<file path="config.mk">
export PLATFORM = sky130hd
export DESIGN_NAME = cswc_top
export DESIGN_NICKNAME = d
export VERILOG_FILES = /design/src/hdl/cswc_pkg.sv /design/src/hdl/cswc_timer.sv /design/src/hdl/cswc_top.sv
export SDC_FILE = /design/constraint.sdc
export NUM_CORES = 1
export LEC_CHECK = 0
export BUFFER_PORTS_ARGS = -buffer_cell sky130_fd_sc_hd__buf_2
export CORE_AREA = 2 2 77 79
export DETAILED_ROUTE_END_ITERATION = 8
export DIE_AREA = 0 0 79 81
export PLACE_DENSITY = 0.77
export SYNTH_ARGS = -nofsm -noshare
export SYNTH_HDL_FRONTEND = slang
export SYNTH_SLANG_ARGS = --single-unit
</file>
<file path="constraint.sdc">
create_clock -name clock -period 1.8 [get_ports clock]
set_input_delay 0.18 -clock clock [delete_from_list [all_inputs] [get_ports clock]]
set_output_delay 0.18 -clock clock [all_outputs]
set_load 0.02 [all_outputs]
</file>
<file path="src/hdl/cswc_pkg.sv">
// shared constants and types for the chip-select wait control block
package cswc_pkg;

  // register map, byte offsets on the plain register port
  localparam int CSWC_ADDR_W = 8;
  localparam logic [7:0] CSWC_CTRL_OFS = 8'h00;
  localparam logic [7:0] CSWC_STAT_OFS = 8'h04;

  // control word layout, reserved bits held at zero
  localparam logic [31:0] CSWC_CTRL_MASK = 32'h0bdf_0fdf;
  localparam logic [31:0] CSWC_CTRL_RST = 32'h0005_0805;

  // region 2 fields
  localparam int CSWC_R2_WAIT_LSB = 0;
  localparam int CSWC_R2_WIDTH_BIT = 4;
  localparam int CSWC_R2_WAVE_LSB = 6;
  localparam int CSWC_R2_RCV_LSB = 8;
  localparam int CSWC_R2_SPACE_BIT = 10;
  localparam int CSWC_R2_EN_BIT = 11;

  // region 3 fields
  localparam int CSWC_R3_WAIT_LSB = 16;
  localparam int CSWC_R3_WIDTH_BIT = 20;
  localparam int CSWC_R3_WAVE_LSB = 22;
  localparam int CSWC_R3_RCV_LSB = 24;
  localparam int CSWC_R3_EN_BIT = 27;

  // status word layout
  localparam int CSWC_ST_BUSY_BIT = 0;
  localparam int CSWC_ST_REGION_BIT = 1;
  localparam int CSWC_ST_REFUSED_BIT = 2;
  localparam int CSWC_ST_WIDTH_BIT = 3;

  // field encodings
  localparam logic [3:0] CSWC_WAIT_EXT = 4'hf;
  localparam logic [2:0] CSWC_EXT_FIRST = 3'h1;
  localparam logic [1:0] CSWC_RCV_TWO = 2'h0;
  localparam logic [1:0] CSWC_RCV_ONE = 2'h1;
  localparam logic [1:0] CSWC_RCV_NONE = 2'h2;
  localparam logic [1:0] CSWC_RCV_CNT_TWO = 2'h2;
  localparam logic [1:0] CSWC_RCV_CNT_ONE = 2'h1;
  localparam logic [1:0] CSWC_RCV_CNT_NONE = 2'h0;

  // access sequencer states, gray along idle-strobe-wait-xwait-recover
  typedef enum logic [2:0] {
    CSWC_IDLE = 3'b000,
    CSWC_STROBE = 3'b001,
    CSWC_WAIT = 3'b011,
    CSWC_XWAIT = 3'b010,
    CSWC_RECOV = 3'b110
  } cswc_state_e;

  // recovery field to number of idle cycles
  function automatic logic [1:0] cswc_rcv_cycles(input logic [1:0] code);
    case (code)
      CSWC_RCV_TWO: cswc_rcv_cycles = CSWC_RCV_CNT_TWO;
      CSWC_RCV_ONE: cswc_rcv_cycles = CSWC_RCV_CNT_ONE;
      CSWC_RCV_NONE: cswc_rcv_cycles = CSWC_RCV_CNT_NONE;
      default: cswc_rcv_cycles = CSWC_RCV_CNT_NONE;
    endcase
  endfunction

endpackage

</file>
<file path="src/hdl/cswc_timer.sv">
// access sequencer: strobe, wait states, external wait and read recovery
`timescale 1ns/1ps
module cswc_timer (
  // clock and reset
  input wire logic clock,
  input wire logic reset_n,
  // access request
  input wire logic start,
  input wire logic [3:0] wait_code,
  input wire logic [1:0] recov_code,
  input wire logic is_read,
  // external wait pin, low holds the access
  input wire logic wait_n,
  // progress
  output logic strobe_last,
  output logic finish
);
  import cswc_pkg::*;

  cswc_state_e state_r;
  cswc_state_e state_nxt;
  logic [2:0] wcnt_r;
  logic [1:0] rcnt_r;
  logic ext_r;
  logic read_r;
  logic after_rcv;

  //////////////////////////////////////////////////////////////////////
  // end of strobe and end of access

  // recovery only follows reads
  assign after_rcv = read_r && (rcnt_r != CSWC_RCV_CNT_NONE);

  always_comb begin
    strobe_last = 1'b0;
    case (state_r)
      CSWC_STROBE: strobe_last = (wcnt_r == 3'h0);
      CSWC_WAIT: strobe_last = (wcnt_r == 3'h1) && !(ext_r && !wait_n);
      CSWC_XWAIT: strobe_last = wait_n;
      default: strobe_last = 1'b0;
    endcase
  end

  always_comb begin
    finish = 1'b0;
    if (strobe_last && !after_rcv) begin
      finish = 1'b1;
    end else if (state_r == CSWC_RECOV && rcnt_r == CSWC_RCV_CNT_ONE) begin
      finish = 1'b1;
    end
  end

  //////////////////////////////////////////////////////////////////////
  // state machine

  always_comb begin
    state_nxt = state_r;
    case (state_r)
      CSWC_IDLE: begin
        if (start) begin
          state_nxt = CSWC_STROBE;
        end
      end
      CSWC_STROBE: begin
        if (wcnt_r != 3'h0) begin
          state_nxt = CSWC_WAIT;
        end
      end
      CSWC_WAIT: begin
        if (wcnt_r == 3'h1 && ext_r && !wait_n) begin
          state_nxt = CSWC_XWAIT;
        end
      end
      CSWC_XWAIT: state_nxt = CSWC_XWAIT;
      CSWC_RECOV: state_nxt = CSWC_RECOV;
      default: state_nxt = CSWC_IDLE;
    endcase
    if (strobe_last) begin
      state_nxt = after_rcv ? CSWC_RECOV : CSWC_IDLE;
    end
    if (state_r == CSWC_RECOV && finish) begin
      state_nxt = CSWC_IDLE;
    end
  end

  always_ff @(posedge clock or negedge reset_n) begin
    if (!reset_n) begin
      state_r <= CSWC_IDLE;
    end else begin
      state_r <= state_nxt;
    end
  end

  //////////////////////////////////////////////////////////////////////
  // wait and recovery counters, latched at start

  always_ff @(posedge clock or negedge reset_n) begin
    if (!reset_n) begin
      wcnt_r <= 3'h0;
      ext_r <= 1'b0;
    end else if (start && state_r == CSWC_IDLE) begin
      ext_r <= (wait_code == CSWC_WAIT_EXT);
      wcnt_r <= (wait_code == CSWC_WAIT_EXT) ? CSWC_EXT_FIRST : wait_code[2:0];
    end else if (state_r == CSWC_WAIT && wcnt_r != 3'h1) begin
      wcnt_r <= wcnt_r - 3'h1;
    end
  end

  always_ff @(posedge clock or negedge reset_n) begin
    if (!reset_n) begin
      rcnt_r <= CSWC_RCV_CNT_NONE;
      read_r <= 1'b0;
    end else if (start && state_r == CSWC_IDLE) begin
      rcnt_r <= cswc_rcv_cycles(recov_code);
      read_r <= is_read;
    end else if (state_r == CSWC_RECOV) begin
      rcnt_r <= rcnt_r - CSWC_RCV_CNT_ONE;
    end
  end

endmodule

</file>
<file path="src/hdl/cswc_top.sv">
// chip-select wait control for regions 2 and 3, with its control register
// What this block does
// - wait field 0000 to 0111 inserts that many fixed wait states.
// - wait field 1111 inserts one wait plus as many as wait pin holds.
// - two-bit recovery field sets idle cycles after a read, 00 gives two.
// - region 2 space select, 0 decodes the whole space.
// - per-region width bit, 0 is 16-bit, 1 is 8-bit accesses.
// - recovery 00 two, 01 one, 10 none, 11 reserved.
// - region enable bit, 0 blocks chip select, 1 allows accesses.
//
// Implementation choices: the address map and the address-and-strobe port.
`timescale 1ns/1ps
module cswc_top (
  // clock and reset
  input wire logic clock,
  input wire logic reset_n,
  // register port
  input wire logic [cswc_pkg::CSWC_ADDR_W-1:0] reg_addr,
  input wire logic [31:0] reg_wdata,
  input wire logic reg_write,
  input wire logic reg_read,
  output logic [31:0] reg_rdata,
  // processor access request
  input wire logic acc_start,
  input wire logic acc_region3,
  input wire logic acc_upper,
  input wire logic acc_read,
  // external memory side
  input wire logic wait_n,
  output logic cs2_n,
  output logic cs3_n,
  output logic bus_8bit,
  // access status
  output logic acc_busy,
  output logic acc_done,
  output logic acc_refused
);
  import cswc_pkg::*;

  logic [31:0] ctrl_r;
  logic [31:0] rdata_r;
  logic [31:0] rdata_nxt;
  logic cs2_n_r;
  logic cs3_n_r;
  logic width_r;
  logic busy_r;
  logic done_r;
  logic refused_r;
  logic region_r;
  logic hit2;
  logic hit3;
  logic hit;
  logic accept;
  logic [3:0] sel_wait;
  logic [1:0] sel_rcv;
  logic sel_width;
  logic strobe_last;
  logic finish;

  // pick a region field from the control word
  function automatic logic [3:0] cswc_pick4(input logic r3, input logic [31:0] w,
                                            input int lsb2, input int lsb3);
    cswc_pick4 = r3 ? w[lsb3 +: 4] : w[lsb2 +: 4];
  endfunction

  // two-bit field of the selected region
  function automatic logic [1:0] cswc_pick2(input logic r3, input logic [31:0] w,
    input int lsb2, input int lsb3);
    cswc_pick2 = r3 ? w[lsb3 +: 2] : w[lsb2 +: 2];
  endfunction

  // one-bit field of the selected region
  function automatic logic cswc_pick1(input logic r3, input logic [31:0] w,
    input int pos2, input int pos3);
    cswc_pick1 = r3 ? w[pos3] : w[pos2];
  endfunction

  // register select, shared by the write and read paths
  function automatic logic cswc_sel(input logic [CSWC_ADDR_W-1:0] a,
    input logic [CSWC_ADDR_W-1:0] ofs);
    cswc_sel = (a == ofs);
  endfunction

  // status word as software sees it
  function automatic logic [31:0] cswc_status(input logic busy, input logic region,
    input logic refused, input logic width);
    cswc_status = 32'h0000_0000;
    cswc_status[CSWC_ST_BUSY_BIT] = busy;
    cswc_status[CSWC_ST_REGION_BIT] = region;
    cswc_status[CSWC_ST_REFUSED_BIT] = refused;
    cswc_status[CSWC_ST_WIDTH_BIT] = width;
  endfunction

  //////////////////////////////////////////////////////////////////////
  // control register

  always_ff @(posedge clock or negedge reset_n) begin
    if (!reset_n) begin
      ctrl_r <= CSWC_CTRL_RST;
    end else if (reg_write && cswc_sel(reg_addr, CSWC_CTRL_OFS)) begin
      // reserved codes are stored as written, their effect is defined below
      ctrl_r <= reg_wdata & CSWC_CTRL_MASK;
    end
  end

  // read mux, unmapped addresses and idle cycles read zero
  always_comb begin
    rdata_nxt = 32'h0000_0000;
    if (reg_read && cswc_sel(reg_addr, CSWC_CTRL_OFS)) begin
      rdata_nxt = ctrl_r;
    end else if (reg_read && cswc_sel(reg_addr, CSWC_STAT_OFS)) begin
      rdata_nxt = cswc_status(busy_r, region_r, refused_r, width_r);
    end
  end

  always_ff @(posedge clock or negedge reset_n) begin
    if (!reset_n) begin
      rdata_r <= 32'h0000_0000;
    end else begin
      rdata_r <= rdata_nxt;
    end
  end

  //////////////////////////////////////////////////////////////////////
  // region decode

  assign hit2 = ctrl_r[CSWC_R2_EN_BIT] && (!ctrl_r[CSWC_R2_SPACE_BIT] || !acc_upper);
  assign hit3 = ctrl_r[CSWC_R3_EN_BIT];
  assign hit = acc_region3 ? hit3 : hit2;
  // a request while busy is dropped; the master must wait for done
  assign accept = acc_start && !busy_r && hit;

  // wait code as stored
  // codes 1000 to 1110 run as their low three bits
  assign sel_wait = cswc_pick4(acc_region3, ctrl_r, CSWC_R2_WAIT_LSB, CSWC_R3_WAIT_LSB);
  assign sel_rcv = cswc_pick2(acc_region3, ctrl_r, CSWC_R2_RCV_LSB, CSWC_R3_RCV_LSB);
  assign sel_width = cswc_pick1(acc_region3, ctrl_r, CSWC_R2_WIDTH_BIT, CSWC_R3_WIDTH_BIT);

  // waveform field unused
  // only the rom/ram waveform exists, so the waveform bits steer nothing

  //////////////////////////////////////////////////////////////////////
  // sequencer

  cswc_timer u_timer (
    .clock(clock),
    .reset_n(reset_n),
    .start(accept),
    .wait_code(sel_wait),
    .recov_code(sel_rcv),
    .is_read(acc_read),
    .wait_n(wait_n),
    .strobe_last(strobe_last),
    .finish(finish)
  );

  //////////////////////////////////////////////////////////////////////
  // chip selects and status

  always_ff @(posedge clock or negedge reset_n) begin
    if (!reset_n) begin
      cs2_n_r <= 1'b1;
      cs3_n_r <= 1'b1;
    end else if (accept) begin
      cs2_n_r <= acc_region3;
      cs3_n_r <= !acc_region3;
    end else if (strobe_last) begin
      cs2_n_r <= 1'b1;
      cs3_n_r <= 1'b1;
    end
  end

  always_ff @(posedge clock or negedge reset_n) begin
    if (!reset_n) begin
      width_r <= 1'b0;
      region_r <= 1'b0;
    end else if (accept) begin
      width_r <= sel_width;
      region_r <= acc_region3;
    end
  end

  always_ff @(posedge clock or negedge reset_n) begin
    if (!reset_n) begin
      busy_r <= 1'b0;
    end else if (accept) begin
      busy_r <= 1'b1;
    end else if (finish) begin
      busy_r <= 1'b0;
    end
  end

  always_ff @(posedge clock or negedge reset_n) begin
    if (!reset_n) begin
      done_r <= 1'b0;
    end else begin
      done_r <= busy_r && finish;
    end
  end

  // refusal is a one-cycle pulse, so there is no set and clear race
  always_ff @(posedge clock or negedge reset_n) begin
    if (!reset_n) begin
      refused_r <= 1'b0;
    end else begin
      refused_r <= acc_start && !busy_r && !hit;
    end
  end

  assign reg_rdata = rdata_r;
  assign cs2_n = cs2_n_r;
  assign cs3_n = cs3_n_r;
  assign bus_8bit = width_r;
  assign acc_busy = busy_r;
  assign acc_done = done_r;
  assign acc_refused = refused_r;

endmodule

</file>
# == Word level (Yosys, flattened, before mapping) ==
# Cells that the tools add are included.
# W data, S select, Z words.
# word_totals
word_cells,94
mem_bits_ro,0
latchBits,0
output_inout_bits,38
in_bits,49
ramBits,0
mem_count,0
regBits,70
# classes
n_reduce_logical,38
eq_ne,13
magnitude_cmp,0
shifts,0
mul,0
mux,27
div,0
bitwise,0
n_addsub,2
# ops
operator,count
$mux W32,1
$mux W3,9
$logic_and A1 B1 Y1,18
$pmux W3 S5,1
$ne A4 B1 Y1 const B,3
$reduce_bool A2 Y1,5
$mux W1,9
$eq A8 B3 Y1 const B,1
$logic_not A1 Y1,8
$logic_not A8 Y1,1
$mux W4,2
$eq A3 B1 Y1 const B,2
$eq A3 B2 Y1 const B,2
$logic_not A3 Y1,2
$mux W2,3
$eq A2 B1 Y1 const B,2
$eq A4 B4 Y1 const B,1
$pmux W2 S2,1
$eq A3 B3 Y1 const B,1
$ne A3 B1 Y1 const B,1
$pmux W1 S3,1
$reduce_and A3 Y1,1
$reduce_bool A3 Y1,1
$sub A3 B1 Y3 const B,1
other kinds (3),3

# == Logic depth before layout (Yosys ltp) ==
# logic_depth
ltp_word,10
depth_mapped,7
depth_no_buf,7

# == By module ==
# Synthesis repeated with hierarchy kept, for this count alone.
# unflattened
hier_cells,208
area_unflattened_um2,2720.1
# by_module_without_submodules
module,cells_each,n_inst,seq_area_each_um2,area_per_inst_um2
cswc_top,141,1,1234.9,2068.2
cswc_timer,67,1,250.2,651.9

# == Worst setup path after synthesis ==
# Ideal clock, no wire load.
# synth_timing
kind,flip-flop to flip-flop
start,reg u_timer.wcnt_r[0]
end,reg busy_r (netlist: acc_busy)
required_time_ps,1680
path_buffers,0
setup_ps,120
arrival_time_ps,1478
setup_slack_ps,201
period_less_slack_ps,1599
path_stages_with_launch,8
path_cell_list,dfrtp_1 -> inv_1 -> ha_1 -> nand2b_1 -> or3_1 -> a21oi_2 -> nand2_1 -> a31o_2
# synth_via
elab_chain_len,6
word_cells_on_any_way,7
cone_classes,eq/ne: 1; mux: 2; reduce/logical: 4
# synth_rtl
item,line,text
from (decl),cswc_timer.sv:22,logic [2:0] wcnt_r;
from (signal assigned),cswc_timer.sv:103,wcnt_r <= (wait_code == CSWC_WAIT_EXT) ? CSWC_EXT_FIRST : wait_code[2:0];
from (signal assigned),cswc_timer.sv:105,wcnt_r <= wcnt_r - 3'h1;
$eq A3 B1 Y1,cswc_timer.sv:38,CSWC_WAIT: strobe_last = (wcnt_r == 3'h1) && !(ext_r && !wait_n);
$logic_and A1 B1 Y1,cswc_timer.sv:38,
$pmux W1 S3 *,cswc_timer.sv:36,case (state_r)
$logic_and A1 B1 Y1 *,cswc_timer.sv:46,if (strobe_last && !after_rcv) begin
$mux W1 *,cswc_timer.sv:46,
$reduce_bool A2 Y1 (no source line) *,--,
to (signal assigned),cswc_top.sv:185,busy_r <= 1'b0;
to (signal assigned),cswc_top.sv:187,busy_r <= 1'b1;
to (signal assigned),cswc_top.sv:189,busy_r <= 1'b0;
to (decl),cswc_top.sv:46,logic busy_r;
# Every way passes the cells marked *; elsewhere a longest branch is shown, timed or not.
# A chain may end at the register's enable or synchronous reset.

# == Final worst setup path ==
# layout_timing
start,reg u_timer.state_r[1]
end,reg u_timer.wcnt_r[2]
# layout_via
elab_chain_len,3
word_cells_on_any_way,6
cone_classes,eq/ne: 1; mux: 1; reduce/logical: 4
# layout_rtl
item,line,text
from (decl),cswc_timer.sv:20,cswc_state_e state_r;
from (signal assigned),cswc_timer.sv:90,state_r <= state_nxt;
$eq A3 B2 Y1 / $logic_not A3 Y1 (equally long branches),"cswc_timer.sv:104, cswc_timer.sv:101",
$logic_and A1 B1 Y1 (on tied branches),"cswc_timer.sv:104, cswc_timer.sv:101",
$reduce_bool A2 Y1 (no source line) / $mux W3 (equally long branches),--,
# Parallel ways exist; a longest one is shown, timed or not.

==> flow_summary.json <==
{
  "final_util_pct": 57.6,
  "syn_avg_cell_area_um2": 12.7,
  "worstRegToRegCells": 6,
  "hold_viol": 0,
  "ir_drop_uv": 497,
  "gr-total-overflow": 0,
  "worst_r2r_startpoint": "u_timer.state_r[1]",
  "vias": 1848,
  "synth_top_cell_by_area": "dfrtp_1",
  "synthDistinctLibCells": 49,
  "cap_violations": 0,
  "p_per_area_nw_per_um2": 1070,
  "drc_errors": 0,
  "post-route-min-period_ns": 1.67,
  "drv_slew": 0,
  "min_path_type": "primary input to flop",
  "cts.clk_slew.worst_paths_ns": 0.06,
  "synth_top_area_share_pct": 48.1,
  "p_sw_share_pct": 30.0,
  "core_um2": 5680,
  "share_comb_of_total_power_pct": 22.8,
  "p_switching_mw": 1.05,
  "worstSetupEndpointType": "flop",
  "cp_max_fo": 8,
  "grt_pass1_wl_um": 8810,
  "antenna_found_initial": 0,
  "synthCells": 213,
  "fp.dieW_um": 79,
  "die_h_um": 81,
  "syn2layout_area_growth_pct": 21.0,
  "clk_latency_ns": 0.34,
  "cts_sinks": 59,
  "yosys_warnings": 0,
  "critPathArrivalTime_ns": 1.94,
  "grt_max_degree": 49,
  "diodes": 0,
  "p_seq_share_pct": 46.9,
  "hpwl_um": 3900,
  "max_stage_delay_ns": 0.45,
  "grtUsageTotal_pct": 18.8,
  "dr_wl_met2_um": 2630,
  "status": "finished, final reports clean",
  "startpoint_type": "flop",
  "synth.top_cells.by_count": "52 x dfrtp_1, 20 x mux2_4, 13 x nand2_1, 12 x buf_4, 11 x and3_1",
  "cts_tree": "built",
  "wl_met1_um": 2390,
  "finalCritPeriodShare_pct": 92.6,
  "wl_met3_um": 240,
  "reg2reg_to": "u_timer.wcnt_r[2]",
  "synth-edff-count": 0,
  "clkPwrFrac_pct": 30.3,
  "post_drt_wl_per_cell_um": 14.7,
  "rows": 28,
  "wirelength_um": 5430,
  "finalPower_mw": 3.51,
  "setup_tns_ns": 0,
  "drive_above_1_share_pct": 43.7,
  "initial_utilization_pct": 47.7,
  "n_fill_cell": 458,
  "synth_area_leaders": "dfrtp_1 48%, mux2_4 11%, dfstp_2 6.8%, buf_4 3.3%, and3_1 2.5%",
  "crit_end": "u_timer.wcnt_r[2]",
  "worstPathRequired_ns": 2.07,
  "r2r_setup_slack_ns": 0.13,
  "io_buffers": 64,
  "setup_viol": 0,
  "io_pins": 87,
  "maxClockFrequency_mhz": 600,
  "cts_inserted_buffers": 9,
  "top_layer_used": "met4",
  "synthFlopType": "dfrtp_1",
  "ys_seq_elements": 59,
  "finClkSkew_ns": 0.00595,
  "die_area_um2": 6400,
  "cts_buffer_depth": 2,
  "leakagePower_nw": 1.81,
  "drt_iter0_markers": 51,
  "num-nets-final": 344,
  "grt_pass1_vias": 1825,
  "rsz0062_at_grt": "no",
  "antenna_left": 0,
  "avgViaCountPerCell": 4.99,
  "synth_most_common_cell": "dfrtp_1",
  "firstDrtPassIters": 4,
  "p_int_mw": 2.46,
  "startpoint": "u_timer.state_r[1]",
  "cts_max_level": 3,
  "cp_slowest_cell": "dfrtp_2",
  "path_cells": "or2_2 > nor3_4 > buf_4 > nand3_1 > o21ai_0 > o211a_1",
  "seq_area_frac_synth_pct": 54.9,
  "worstSetupPathType": "flop to flop",
  "cts_root_buf": "clkbuf_8",
  "async_flop_share_pct": 100,
  "synth_area_um2": 2710,
  "gp_congestion": 0.842
}
## metrics by stage
| stage | cells | hold slack, ns | area (µm²) | setup WS [ns] |
|---|---|---|---|---|
| CTS | 370 | 0.0378 | 3270 | 0.111 |
| detailed placement | 353 | 0.0790 | 3090 | 0.139 |
| global route | 370 | 0.0487 | 3270 | 0.0173 |
| global placement | 353 | 0.0705 | 3090 | 0.177 |
| finish | 370 | 0.0407 | 3270 | 0.133 |
| floorplan | 223 | -0.116 | 2740 | 0.201 |
## how the worst min path moves through the flow
| stage | from | endpoint | slack (ns) | depth (start not counted) |
|---|---|---|---|---|
| floorplan | reset_n | acc_busy | -0.12 | 0 |
| global placement | reset_n | reg_rdata[22] | 0.07 | 1 |
| detailed placement | reset_n | reg_rdata[22] | 0.08 | 1 |
| CTS | acc_read | u_timer.read_r | 0.04 | 3 |
| global route | acc_read | u_timer.read_r | 0.05 | 3 |
| finish | acc_read | u_timer.read_r | 0.04 | 3 |
## logic make-up after synthesis
kind of cell               after synthesis  share of synthesized area (%)
and+or+nand+nor                         65                           14.3
DFF                                     59                           54.9
AOI/OAI and AO/OA                       30                           7.68
muxes                                   27                           13.8
buffers and inverters                   24                           6.24
adders and majority gates                5                           2.31
xor gates and xnor gates                 2                          0.648
other                                    1                          0.139
## power by group through the flow
stage          clock, mW  sequential (mW)  combinational [mW]
5_1_grt             1.16             1.67               0.918
2_1_floorplan          0             1.66               0.541
3_3_place_gp           0             1.65               0.779
6_report            1.06             1.65               0.801
4_1_cts             1.07             1.64               0.810
3_5_place_dp           0             1.66               0.804
## worst max-delay path: cells and delay by family, from the launching register on
kind / cells / cell delay, ns
flops: 1 / 0.45
compound gates: 2 / 0.35
simple gates: 3 / 0.64
buf+inv: 1 / 0.15
## routing by layer
layer	vias to the layer above	track usage, %
li1	877	-
met1	896	23.5
met2	62	29.8
met3	13	4.11
met4	0	11.9
met5	-	0
## flip-flops by register name, indices dropped and copies added, names as in the netlist
name and count:
acc_refused 1, bus_8bit 1, region_r 1, u_timer.wcnt_r 3, u_timer.rcnt_r 2, u_timer.state_r 3
u_timer.ext_r 1, reg_rdata 21, acc_done 1, cs2_n 1, cs3_n 1, acc_busy 1
u_timer.read_r 1, ctrl_r 21
## cell type report
| cell class | instances | area [µm²] | share of cell area [%] |
|---|---|---|---|
| clock buffer | 15 | 166 | 5.09 |
| timing repair buffer | 73 | 403 | 12.3 |
| inverter | 7 | 26.3 | 0.803 |
| multi-input combinational | 140 | 1090 | 33.3 |
| clock inverter | 1 | 7.51 | 0.229 |
| sequential | 59 | 1490 | 45.4 |
| tap | 75 | 93.8 | 2.87 |
## cell usage in the layout, fill, tap and decap left out, types with 5 or more instances in the layout
cell type	n
a22o_1	5
and3_1	11
and3_2	7
buf_2	64
buf_4	7
clkbuf_8	11
conb_1	11
dfrtp_1	51
dfstp_2	7
ha_1	5
inv_1	7
mux2_4	20
mux2i_1	5
nand2_1	13
nor2_1	9
o21ai_0	9
## what timing repair did
action	in CTS	in global routing
setup endpoints to repair	0	1
hold endpoints to repair	11	0
resized for setup	0	1
setup buffers	0	0
hold buffers	1	0
Power figures use the tool's default switching activity.
